**src/tcv_cfg.svh**
```systemverilog
// Offsets, field positions, reset values and timing counts
`ifndef TCV_CFG_SVH
`define TCV_CFG_SVH
`define TCV_ADDR_CTRL       8'hEE
`define TCV_ADDR_IRQ_STAT   8'hF8
`define TCV_ADDR_IRQ_MASK   8'hF9
`define TCV_CTRL_RESET      16'h0000
`define TCV_IRQ_RESET       3'h0
`define TCV_B_TRIM_DONE     15
`define TCV_B_TRIM_PASS     14
`define TCV_B_XOR_DONE      13
`define TCV_B_XOR_SEL       12
`define TCV_B_XOR_EN        11
`define TCV_B_VID_RUN       10
`define TCV_B_VID_EN        9
`define TCV_B_TRIM_EN       8
`define TCV_IRQ_TRIM        0
`define TCV_IRQ_XOR         1
`define TCV_IRQ_VID         2
`define TCV_BYTE_SEL0       8'h55
`define TCV_BYTE_SEL1       8'hAA
`define TCV_RGB_RED         24'hFF0000
`define TCV_RGB_GREEN       24'h00FF00
`define TCV_RGB_BLUE        24'h0000FF
`define TCV_RGB_BLACK       24'h000000
`define TCV_RGB_WHITE       24'hFFFFFF
`define TCV_CLK_MHZ         50
`define TCV_TRIM_TIMEOUT_US 100
`define TCV_CAL_TIMEOUT_US  100
`endif

```
**src/tcv_pkg.sv**
```systemverilog
// Types shared by the trimming, calibration and video self-test control
`default_nettype none
package tcv_pkg;
  typedef enum logic [1:0] {
    TRIM_IDLE,
    TRIM_REQ,
    TRIM_WAIT
  } tcv_trim_state_t;

  typedef enum logic [2:0] {
    COL_RED,
    COL_GREEN,
    COL_BLUE,
    COL_BLACK,
    COL_WHITE
  } tcv_colour_t;

  typedef struct packed {
    logic       valid;
    logic [7:0] header;
  } tcv_trim_req_t;

  typedef struct packed {
    logic valid;
    logic pass;
  } tcv_trim_rsp_t;
endpackage : tcv_pkg
`default_nettype wire

```
**src/tcv_bist_ctrl.sv**
```systemverilog
// Trimming, XOR calibration and video self-test control register block
//
// Overview of operation
// - Writing one to trim enable launches trimming; hardware clears it at end.
// - Trimming end sets done flag bit 15 and result in pass bit 14.
// - Trim read request header byte is the 8-bit command field.
// - Writing one to XOR enable starts calibration; end clears it, sets bit 13.
// - Reading the register clears the XOR calibration done flag.
// - Byte select chooses test byte 8'h55 for zero, 8'hAA for one.
// - While XOR calibration runs, bits 3:0 set the minimum pulse width.
// - Video self-test emits red, green, blue, black, white frames repeatedly.
// - Run and enable bits start colour engine; after clearing run it stops at frame boundary.
//
// Local design decision: the strobed register port.
`timescale 1ns/1ps
`default_nettype none
`include "tcv_cfg.svh"

module tcv_bist_ctrl #(
  parameter logic [15:0] TRIM_TIMEOUT_CYC =
    16'(`TCV_TRIM_TIMEOUT_US * `TCV_CLK_MHZ),
  parameter logic [15:0] CAL_TIMEOUT_CYC  =
    16'(`TCV_CAL_TIMEOUT_US * `TCV_CLK_MHZ)
) (
  // Clock and reset
  input  wire logic                  clk_sys,
  input  wire logic                  rst_n,
  // Register port
  input  wire logic [7:0]            regAddr,
  input  wire logic [15:0]           regWdata,
  input  wire logic                  regWrite,
  input  wire logic                  regRead,
  output var  logic [15:0]           regRdata,
  // Trimming link
  output var  tcv_pkg::tcv_trim_req_t trimReq,
  input  wire logic                  trimReqReady,
  input  wire tcv_pkg::tcv_trim_rsp_t trimRsp,
  // XOR calibration
  input  wire logic                  calPulseIn,
  output var  logic [7:0]            calByte,
  output var  logic                  calActive,
  // Video self-test
  input  wire logic                  frameStart,
  output var  logic                  bistActive,
  output var  logic [23:0]           bistRgb,
  // Interrupt
  output var  logic                  irq
);

  // ==========================================================
  // Functions
  function automatic tcv_pkg::tcv_colour_t tcvNextColour(
    input tcv_pkg::tcv_colour_t c);
    case (c)
      tcv_pkg::COL_RED:   tcvNextColour = tcv_pkg::COL_GREEN;
      tcv_pkg::COL_GREEN: tcvNextColour = tcv_pkg::COL_BLUE;
      tcv_pkg::COL_BLUE:  tcvNextColour = tcv_pkg::COL_BLACK;
      tcv_pkg::COL_BLACK: tcvNextColour = tcv_pkg::COL_WHITE;
      default:            tcvNextColour = tcv_pkg::COL_RED;
    endcase
  endfunction : tcvNextColour

  function automatic logic [23:0] tcvRgb(input tcv_pkg::tcv_colour_t c);
    case (c)
      tcv_pkg::COL_RED:   tcvRgb = `TCV_RGB_RED;
      tcv_pkg::COL_GREEN: tcvRgb = `TCV_RGB_GREEN;
      tcv_pkg::COL_BLUE:  tcvRgb = `TCV_RGB_BLUE;
      tcv_pkg::COL_BLACK: tcvRgb = `TCV_RGB_BLACK;
      default:            tcvRgb = `TCV_RGB_WHITE;
    endcase
  endfunction : tcvRgb

  // ==========================================================
  // Register state
  logic                   trimDone;
  logic                   trimPass;
  logic                   xorDone;
  logic                   xorSel;
  logic                   xorEn;
  logic                   vidRun;
  logic                   vidEnable;
  logic [7:0]             cmdField;
  logic [2:0]             irqStat;
  logic [2:0]             irqMask;
  logic [2:0]             irqEvent;
  logic [2:0]             next_irqStat;

  // ==========================================================
  // Decode
  wire logic              selCtrl  = (regAddr == `TCV_ADDR_CTRL);
  wire logic              selStat  = (regAddr == `TCV_ADDR_IRQ_STAT);
  wire logic              selMask  = (regAddr == `TCV_ADDR_IRQ_MASK);
  wire logic              ctrlWr   = regWrite & selCtrl;
  wire logic              ctrlRd   = regRead & selCtrl;
  wire logic              statWr   = regWrite & selStat;
  wire logic              maskWr   = regWrite & selMask;
  wire logic              trimBusy;
  wire logic [15:0]       ctrlView;
  wire logic [15:0]       readMux;

  // ==========================================================
  // Trimming sequence
  tcv_pkg::tcv_trim_state_t trimState;
  tcv_pkg::tcv_trim_state_t next_trimState;
  logic [15:0]            trimCnt;
  logic [7:0]             trimHdr;

  wire logic trimStart  = ctrlWr & regWdata[`TCV_B_TRIM_EN] &
                          (trimState == tcv_pkg::TRIM_IDLE);
  wire logic trimTimeUp = (trimCnt == TRIM_TIMEOUT_CYC - 16'h0001);
  wire logic trimFinish = (trimState == tcv_pkg::TRIM_WAIT) &
                          (trimRsp.valid | trimTimeUp);
  wire logic trimOk     = trimRsp.valid & trimRsp.pass;
  assign trimBusy = (trimState != tcv_pkg::TRIM_IDLE);

  always_comb begin
    next_trimState = trimState;
    case (trimState)
      tcv_pkg::TRIM_IDLE: begin
        if (trimStart) begin
          next_trimState = tcv_pkg::TRIM_REQ;
        end
      end
      tcv_pkg::TRIM_REQ: begin
        if (trimReqReady) begin
          next_trimState = tcv_pkg::TRIM_WAIT;
        end
      end
      tcv_pkg::TRIM_WAIT: begin
        if (trimFinish) begin
          next_trimState = tcv_pkg::TRIM_IDLE;
        end
      end
      default: next_trimState = tcv_pkg::TRIM_IDLE;
    endcase
  end

  always_ff @(posedge clk_sys) begin
    if (!rst_n) begin
      trimState <= tcv_pkg::TRIM_IDLE;
    end else begin
      trimState <= next_trimState;
    end
  end

  // Counts only in TRIM_WAIT so a missing answer cannot hang the bit; no ready in TRIM_REQ still can
  always_ff @(posedge clk_sys) begin
    if (!rst_n || trimState != tcv_pkg::TRIM_WAIT) begin
      trimCnt <= 16'h0000;
    end else begin
      trimCnt <= trimCnt + 16'h0001;
    end
  end

  always_ff @(posedge clk_sys) begin
    if (!rst_n) begin
      trimHdr  <= 8'h00;
      trimDone <= 1'b0;
      trimPass <= 1'b0;
    end else if (trimStart) begin
      trimHdr  <= regWdata[7:0];
      trimDone <= 1'b0;
      trimPass <= 1'b0;
    end else if (trimFinish) begin
      trimDone <= 1'b1;
      trimPass <= trimOk;
    end
  end

  assign trimReq.valid  = (trimState == tcv_pkg::TRIM_REQ);
  assign trimReq.header = trimHdr;

  // ==========================================================
  // XOR calibration
  logic                   calSync1;
  logic                   calSync2;
  logic                   calPrev;
  logic [4:0]             calWidth;
  logic [15:0]            calCnt;

  // Filter shares the low command nibble while calibration runs
  wire logic [3:0] calFilter = cmdField[3:0];
  wire logic calFall   = calPrev & ~calSync2;
  wire logic calQual   = calFall & (calWidth >= {1'b0, calFilter});
  wire logic calTimeUp = (calCnt == CAL_TIMEOUT_CYC - 16'h0001);
  wire logic xorStart  = ctrlWr & regWdata[`TCV_B_XOR_EN] & ~xorEn;
  wire logic xorFinish = xorEn & (calQual | calTimeUp);
  wire logic [4:0] calWidthInc =
    (calWidth == 5'h1F) ? calWidth : calWidth + 5'h01;

  always_ff @(posedge clk_sys) begin
    if (!rst_n) begin
      calSync1 <= 1'b0;
      calSync2 <= 1'b0;
      calPrev  <= 1'b0;
      calWidth <= 5'h00;
    end else begin
      calSync1 <= calPulseIn;
      calSync2 <= calSync1;
      calPrev  <= calSync2;
      calWidth <= calSync2 ? calWidthInc : 5'h00;
    end
  end

  always_ff @(posedge clk_sys) begin
    if (!rst_n || !xorEn) begin
      calCnt <= 16'h0000;
    end else begin
      calCnt <= calCnt + 16'h0001;
    end
  end

  always_ff @(posedge clk_sys) begin
    if (!rst_n) begin
      xorEn     <= 1'b0;
      xorDone   <= 1'b0;
      calByte   <= `TCV_BYTE_SEL0;
      calActive <= 1'b0;
    end else begin
      xorEn     <= xorStart | (xorEn & ~xorFinish);
      // A finish in the clearing read cycle still sets the flag
      xorDone   <= xorFinish | (xorDone & ~ctrlRd);
      calByte   <= xorSel ? `TCV_BYTE_SEL1 : `TCV_BYTE_SEL0;
      calActive <= xorEn;
    end
  end

  // ==========================================================
  // Video colour engine
  tcv_pkg::tcv_colour_t   vidColour;
  logic                   vidActive;

  wire logic vidGo = vidEnable & vidRun;
  wire logic vidStop = vidActive & frameStart & ~vidGo;
  wire tcv_pkg::tcv_colour_t vidNext =
    vidActive ? tcvNextColour(vidColour) : tcv_pkg::COL_RED;

  // Start and stop both wait for a boundary so no frame is cut short
  always_ff @(posedge clk_sys) begin
    if (!rst_n) begin
      vidActive <= 1'b0;
      vidColour <= tcv_pkg::COL_RED;
      bistRgb   <= 24'h000000;
    end else if (frameStart) begin
      vidActive <= vidGo;
      if (vidGo) begin
        vidColour <= vidNext;
        bistRgb   <= tcvRgb(vidNext);
      end else begin
        bistRgb   <= 24'h000000;
      end
    end
  end

  assign bistActive = vidActive;

  // ==========================================================
  // Control register writes
  always_ff @(posedge clk_sys) begin
    if (!rst_n) begin
      xorSel    <= 1'(`TCV_CTRL_RESET >> `TCV_B_XOR_SEL);
      vidRun    <= 1'(`TCV_CTRL_RESET >> `TCV_B_VID_RUN);
      vidEnable <= 1'(`TCV_CTRL_RESET >> `TCV_B_VID_EN);
      cmdField  <= 8'(`TCV_CTRL_RESET);
    end else if (ctrlWr) begin
      xorSel    <= regWdata[`TCV_B_XOR_SEL];
      vidRun    <= regWdata[`TCV_B_VID_RUN];
      vidEnable <= regWdata[`TCV_B_VID_EN];
      cmdField  <= regWdata[7:0];
    end
  end

  // ==========================================================
  // Interrupt status and mask
  assign irqEvent[`TCV_IRQ_TRIM] = trimFinish;
  assign irqEvent[`TCV_IRQ_XOR]  = xorFinish;
  assign irqEvent[`TCV_IRQ_VID]  = vidStop;

  genvar gi;
  generate
    for (gi = 0; gi < 3; gi++) begin : gIrq
      // Set wins over a write-one clear in the same cycle
      assign next_irqStat[gi] = irqEvent[gi] |
        (irqStat[gi] & ~(statWr & regWdata[gi]));
    end
  endgenerate

  always_ff @(posedge clk_sys) begin
    if (!rst_n) begin
      irqStat <= `TCV_IRQ_RESET;
      irqMask <= `TCV_IRQ_RESET;
      irq     <= 1'b0;
    end else begin
      irqStat <= next_irqStat;
      irq     <= |(next_irqStat & (maskWr ? regWdata[2:0] : irqMask));
      if (maskWr) begin
        irqMask <= regWdata[2:0];
      end
    end
  end

  // ==========================================================
  // Read path
  assign ctrlView = {trimDone, trimPass, xorDone, xorSel, xorEn,
                     vidRun, vidEnable, trimBusy, cmdField};
  assign readMux  = selCtrl ? ctrlView :
                    selStat ? {13'h0000, irqStat} :
                    selMask ? {13'h0000, irqMask} : 16'h0000;

  always_ff @(posedge clk_sys) begin
    if (!rst_n) begin
      regRdata <= 16'h0000;
    end else begin
      regRdata <= regRead ? readMux : 16'h0000;
    end
  end
endmodule : tcv_bist_ctrl
`default_nettype wire

```
**config.mk**
```make
export PLATFORM = sky130hd
export DESIGN_NAME = tcv_bist_ctrl
export DESIGN_NICKNAME = d
export VERILOG_FILES = /design/src/tcv_pkg.sv /design/src/tcv_bist_ctrl.sv
export VERILOG_INCLUDE_DIRS = /design/src /design/src/src
export SDC_FILE = /design/constraint.sdc
export NUM_CORES = 1
export LEC_CHECK = 0
export BUFFER_PORTS_ARGS = -buffer_cell sky130_fd_sc_hd__buf_2
export CORE_ASPECT_RATIO = 0.8
export CORE_UTILIZATION = 54
export DETAILED_ROUTE_END_ITERATION = 16
export MAX_ROUTING_LAYER = met4
export PLACE_DENSITY = 0.85
export SLEW_MARGIN = 20
export SYNTH_ARGS = -nofsm -noshare
export SYNTH_HDL_FRONTEND = slang
export SYNTH_SLANG_ARGS = --single-unit
```
**constraint.sdc**
```tcl
create_clock -name clk_sys -period 1.82 [get_ports clk_sys]
set_input_delay 0.364 -clock clk_sys [delete_from_list [all_inputs] [get_ports clk_sys]]
set_output_delay 0.364 -clock clk_sys [all_outputs]
set_load 0.05 [all_outputs]
```
# --- Word-level counts from Yosys, hierarchy flattened ---
# Cells that the tools add are included.
word_totals:
  elab_cells: 115
  register_bits: 125
  latch_bits: 0
  mem_bits_rw: 0
  rom_bits: 0
  inputBits: 33
  output_inout_bits: 60
  mem_count: 0
op_classes:
  n_addsub: 3
  div: 0
  muxes: 13
  shift: 0
  reduce_logical: 14
  multipliers: 0
  eq_ne: 18
  bitwise_logic: 41
  magnitude_cmp: 1
op_table:
  columns: ["cell", "count"]
  rows:
  - ["one-hot mux 24 bit (4 select lines)", 1]
  - ["adder 16 x 1 -> 16 bit, second input constant", 2]
  - ["== test 16 x 13 -> 1 bit, second input constant", 2]
  - ["bitwise AND 1 bit", 24]
  - ["== test 8 bit, second input constant", 3]
  - ["2-to-1 mux 24 bit", 1]
  - ["2-to-1 mux 16 bit", 1]
  - ["== test 3 x 2 -> 1 bit, second input constant", 4]
  - ["2-to-1 mux 3 bit", 4]
  - ["one-hot mux 3 bit (4 select lines)", 1]
  - ["NOT 1 bit", 9]
  - ["2-to-1 mux 8 bit", 1]
  - ["OR 1 bit", 7]
  - ["== test 3 x 1 -> 1 bit, second input constant", 2]
  - ["zero test 3 bit", 2]
  - ["2-to-1 mux 2 bit", 3]
  - ["inequality test 2 bit, second input constant", 3]
  - ["one-hot mux 2 bit (3 select lines)", 1]
  - ["AND reduction 2 bit", 3]
  - ["adder 5 x 1 -> 5 bit, second input constant", 1]
  - ["== test 5 bit, second input constant", 1]
  - [">= comparator 5 x 4 -> 1 bit", 1]
  - ["bitwise AND 3 bit", 1]
  - ["AND reduction 3 bit", 1]
  - ["other kinds (9)", 11]

# --- Longest topological paths before layout ---
depth:
  depth_word: 8
  ltp_mapped: 7
  depth_no_buf: 7

# --- Worst setup path after synthesis ---
# OpenSTA, ideal clock, no wires.
synth_path:
  kind: "input to register"
  start: "in regAddr[1]"
  end: "reg irq"
  path_stages: 5
  path_buffers: 0
  setup_time_ns: 0.131
  path_slack_ns: 0.181
  required_ns: 1.689
  t_arrival_ns: 1.507
  cell_sequence: "or3b_4 > nor3_4 > mux2_1 > nand2_1 > o221ai_2"
synth_via:
  elab_chain_cells: 8
  elab_cells_between_ends: 19
  cone_classes: "2 x eq/ne; 1 x mux; 15 x bitwise; 1 x reduce/logical"
synth_lines:
  columns: ["element", "line", "text"]
  rows:
  - ["start, declared", "tcv_bist_ctrl.sv:29", "input wire logic [7:0] regAddr,"]
  - ["== test 8 bit (no source line)", null, null]
  - ["bitwise AND 1 bit", "tcv_bist_ctrl.sv:95", "wire logic statWr = regWrite & selStat;"]
  - ["bitwise AND 1 bit", "tcv_bist_ctrl.sv:284", "(irqStat[gi] & ~(statWr & regWdata[gi]));"]
  - ["NOT 1 bit", "tcv_bist_ctrl.sv:284", null]
  - ["bitwise AND 1 bit", "tcv_bist_ctrl.sv:284", null]
  - ["OR 1 bit", "tcv_bist_ctrl.sv:283", "assign next_irqStat[gi] = irqEvent[gi] |"]
  - ["bitwise AND 3 bit (*)", "tcv_bist_ctrl.sv:295", "irq <= |(next_irqStat & (maskWr ? regWdata[2:0] : irqMask));"]
  - ["OR reduction 3 bit (*)", "tcv_bist_ctrl.sv:295", null]
  - ["end signal, assigned", "tcv_bist_ctrl.sv:295", null]
  - ["end, declared", "tcv_bist_ctrl.sv:47", "output var logic irq"]
# Mark *: on every way between the ends. The rest lies on a longest branch, timed or not.
# A chain may end at the register's enable or synchronous reset.

# --- Final worst setup path ---
layout_path:
  start: "reg calCnt[0]"
  end: "reg irq"
layout_via:
  elab_chain_cells: 6
layout_lines:
  columns: ["element", "line", "text"]
  rows:
  - ["start, declared", "tcv_bist_ctrl.sv:179", "logic [15:0] calCnt;"]
  - ["start signal, assigned", "tcv_bist_ctrl.sv:209", "calCnt <= calCnt + 16'h0001;"]
  - ["== test 16 x 13 -> 1 bit", "tcv_bist_ctrl.sv:185", "wire logic calTimeUp = (calCnt == CAL_TIMEOUT_CYC - 16'h0001);"]
  - ["OR 1 bit", "tcv_bist_ctrl.sv:187", "wire logic xorFinish = xorEn & (calQual | calTimeUp);"]
  - ["bitwise AND 1 bit", "tcv_bist_ctrl.sv:187", null]
  - ["OR 1 bit", "tcv_bist_ctrl.sv:283", null]
  - ["bitwise AND 3 bit", "tcv_bist_ctrl.sv:295", null]
  - ["OR reduction 3 bit", "tcv_bist_ctrl.sv:295", null]
# No other way between the ends.

==> insert_results.sql <==
INSERT INTO impl_metrics (metric_group, metric, value, unit) VALUES
('global_route', 'maximum_number_of_pins_on_one_net_before_global_route_repair', '35', ''),
('clock_tree', 'clock_sinks', '98', ''),
('clock_tree', 'clock_latency', '0.37', 'ns'),
('timing', 'rsz0062_at_grt', 'no', ''),
('layout', 'filler_cell_count', '613', ''),
('layout', 'antennaDiodeCount', '0', ''),
('layout', 'multiInputGateArea', '0.00190', 'sq mm'),
('global_route', 'globalRouteOverflowTotal', '0', ''),
('floorplan', 'fp.dieW', '100', 'um'),
('floorplan', 'effective_utilization_at_floorplan', '0.562', ''),
('status', 'run_status', 'complete, no violations', ''),
('critical_path', 'worst_ep_required_time', '2.10', 'ns'),
('detailed_routing', 'viasPerCell', '5.12', ''),
('clock_tree', 'numCtsBuffers', '9', ''),
('clock_tree', 'post_cts_resize_count', '0', ''),
('pwr', 'p_total', '3.57', 'mW'),
('critical_path', 'path_buf_inv', '0', ''),
('timing', 'fin_crit', '1.66', 'ns'),
('pwr', 'leakagePower', '2.02', 'nW'),
('pwr', 'power_per_cell_area', '750', 'mW/mm^2'),
('detailed_routing', 'dr_wl_met2', '4.04', 'mm'),
('detailed_routing', 'dr.max_layer_used', 'met4', ''),
('critical_path', 'crit_slowest_cell', 'sky130_fd_sc_hd__dfxtp_1', ''),
('critical_path', 'path_class', 'flop to flop', ''),
('clock_tree', 'h_tree_lvl_count', '3', ''),
('critical_path', 'cp_data_arrival_time', '1.94', 'ns'),
('critical_path', 'crit_path_start_kind', 'flop', ''),
('critical_path', 'crit_path_cell_trace', 'ha_1 > nand2_1 > or2_2 > o31ai_1 > a21oi_2 > o221ai_2', ''),
('layout', 'layout.cells.most_common_list', 'sky130_fd_sc_hd__dfxtp_1 (98), sky130_fd_sc_hd__buf_2 (89), sky130_fd_sc_hd__nor2_1 (44)', ''),
('synth', 'synth.avg_cell_area', '9.60', 'sq um'),
('critical_path', 'crit_family', 'compound AO/OA/AOI/OAI gates', ''),
('synth', 'synth_async_sr_flop_share', '0', ''),
('layout', 'drive_above_1_share', '0.254', ''),
('floorplan', 'boundaryPins', '93', ''),
('layout', 'final-seq-area', '0.00196', 'sq mm'),
('timing', 'clock_skew', '0.0187', 'ns'),
('detailed_routing', 'post_drt_wl_per_cell', '13.3', 'um'),
('synth', 'yosysWarnings', '0', ''),
('detailed_routing', 'dr.pass1.iters', '4', ''),
('floorplan', 'floorplan.rows', '28', ''),
('detailed_routing', 'detail_route.wirelength', '8.20', 'mm'),
('layout', 'final_nets', '547', ''),
('global_route', 'antenna_found_initial', '0', ''),
('synth', 'yosysUniqueCellTypes', '45', ''),
('placed_design', 'gp_routability_congestion', '0.808', ''),
('clock_tree', 'cts_tree', 'built', ''),
('flow_run', 'maxCapViolations', '0', ''),
('synth', 'ys_ff_latch', '98', ''),
('layout', 'area_delta_synth_final', '13.8', '%'),
('clock_tree', 'clock_tree_root_buffer_cell', 'sky130_fd_sc_hd__clkbuf_8', ''),
('synth', 'ys.flop_type', 'sky130_fd_sc_hd__dfxtp_1', ''),
('detailed_routing', 'drt-initial-drc-count', '118', ''),
('hold_path', 'worst_hold_path_type', 'input port to flop', ''),
('clock_tree', 'cts-hold-fix-buffers', '0', ''),
('critical_path', 'critical_path.max_fanout', '3', ''),
('pwr', 'highest_ir_drop_seen_on_vdd', '0.496', 'mV'),
('placed_design', 'dp_hpwl', '6.05', 'mm'),
('synth', 'proportion_of_synthesized_chip_area_in_sequential_cells', '0.470', ''),
('floorplan', 'core_area', '0.00743', 'sq mm'),
('detailed_routing', 'm1WireLength', '3.67', 'mm'),
('timing', 'slew_violations', '0', ''),
('clock_tree', 'clk_pin_slew', '0.09', 'ns'),
('detailed_routing', 'routed-wl-met3', '376', 'um'),
('timing', 'final_min_period_over_clock_period', '0.914', ''),
('detailed_routing', 'vias', '3155', ''),
('timing', 'finalSetupViolations', '0', ''),
('critical_path', 'critical_path.endpoint_type', 'flop', ''),
('timing', 'finalSetupTns', '0', 'ns'),
('detailed_routing', 'post-route-drc-count', '0', ''),
('detailed_routing', 'ant_nets_after_route', '0', ''),
('global_route', 'groute.usage.overall', '0.226', '');
[cells in the mapped netlist (3+ instances only)]
cell type	n	area, sq um
sky130_fd_sc_hd__a21boi_0	4	30.0
sky130_fd_sc_hd__a21oi_1	11	55.1
sky130_fd_sc_hd__a22oi_1	4	30.0
sky130_fd_sc_hd__and2_1	15	93.8
sky130_fd_sc_hd__and3_1	8	50.1
sky130_fd_sc_hd__buf_4	30	225
sky130_fd_sc_hd__clkbuf_1	7	26.3
sky130_fd_sc_hd__dfxtp_1	98	1960
sky130_fd_sc_hd__ha_1	8	100
sky130_fd_sc_hd__inv_1	14	52.6
sky130_fd_sc_hd__mux2_2	3	33.8
sky130_fd_sc_hd__mux2i_1	24	240
sky130_fd_sc_hd__nand2_1	26	97.6
sky130_fd_sc_hd__nand2b_1	5	31.3
sky130_fd_sc_hd__nand3_1	17	85.1
sky130_fd_sc_hd__nor2_1	44	165
sky130_fd_sc_hd__nor2b_1	32	200
sky130_fd_sc_hd__nor3_1	9	45.0
sky130_fd_sc_hd__nor4_1	3	18.8
sky130_fd_sc_hd__nor4b_1	3	26.3
sky130_fd_sc_hd__o21ai_0	9	45.0
sky130_fd_sc_hd__or3_1	4	25.0
sky130_fd_sc_hd__xnor2_1	11	96.3
sky130_fd_sc_hd__xor2_1	17	149
[worst register-to-register path: stages (launching register included)]
cell and delay, ns:
sky130_fd_sc_hd__dfxtp_1 0.37, sky130_fd_sc_hd__ha_1 0.22, sky130_fd_sc_hd__nand2_1 0.09, sky130_fd_sc_hd__or2_2 0.32, sky130_fd_sc_hd__o31ai_1 0.31, sky130_fd_sc_hd__a21oi_2 0.09, sky130_fd_sc_hd__o221ai_2 0.19
[final cells by class]
type / instances / area share
flip-flops and latches: 98 / 0.413
multi-input cells: 284 / 0.401
repair buffers: 99 / 0.109
well taps: 105 / 0.0276
clock buffers: 9 / 0.0261
clock inverters: 7 / 0.0126
inverters: 14 / 0.0111
[power breakdown]
part	switching [mW]	internal, mW
clock network	0.789	0.524
logic	0.0561	0.0503
registers	0.00208	2.15
total	0.847	2.72
[per-layer routing]
metal	GRT usage	vias up
met5	-	-
met4	0.0812	0
met3	0.0496	16
met2	0.389	80
met1	0.260	1487
li1	-	1572
[cells by family after synthesis]
kind of cell | Yosys count | share of synthesized area
AND/OR/NAND/NOR | 184 | 0.248
AO/OA/AOI/OAI | 36 | 0.0557
XOR/XNOR | 28 | 0.0587
buffers and inverters | 53 | 0.0752
multiplexers | 28 | 0.0683
flip-flops | 98 | 0.470
adder cells (fa/ha/maj) | 8 | 0.0240
[path summary, 6_finish.rpt]
kind / from / endpoint / slack [ns] / cells after the start
max: calCnt[0] / irq / 0.16 / 6
min: calPulseIn / calSync1 / 0.21 / 2
max reg2reg: calCnt[0] / irq / 0.16 / 6
min reg2reg: xorSel / calByte[6] / 0.41 / 1
[sequential cells by signal (all words and copies together), names as in the netlist, 5 cells and up]
| register | flops |
|---|---|
| calCnt | 16 |
| regRdata | 16 |
| trimCnt | 16 |
| cmdField | 8 |
| trimHdr | 8 |
| calWidth | 5 |
[through the flow]
step                      instance area [sq um]  worst slack [ns]  hold slack [ns]  std cells  utilization
after global routing                       4750            0.0446            0.204        616        0.640
after global placement                     4570            0.0141            0.413        600        0.615
final                                      4750             0.157            0.206        616        0.640
after floorplan                            4180             0.181            0.397        435            -
after detailed placement                   4570           -0.0597            0.420        600        0.615
after CTS                                  4750             0.117            0.199        616        0.640
(Power assumes the default switching activity.)
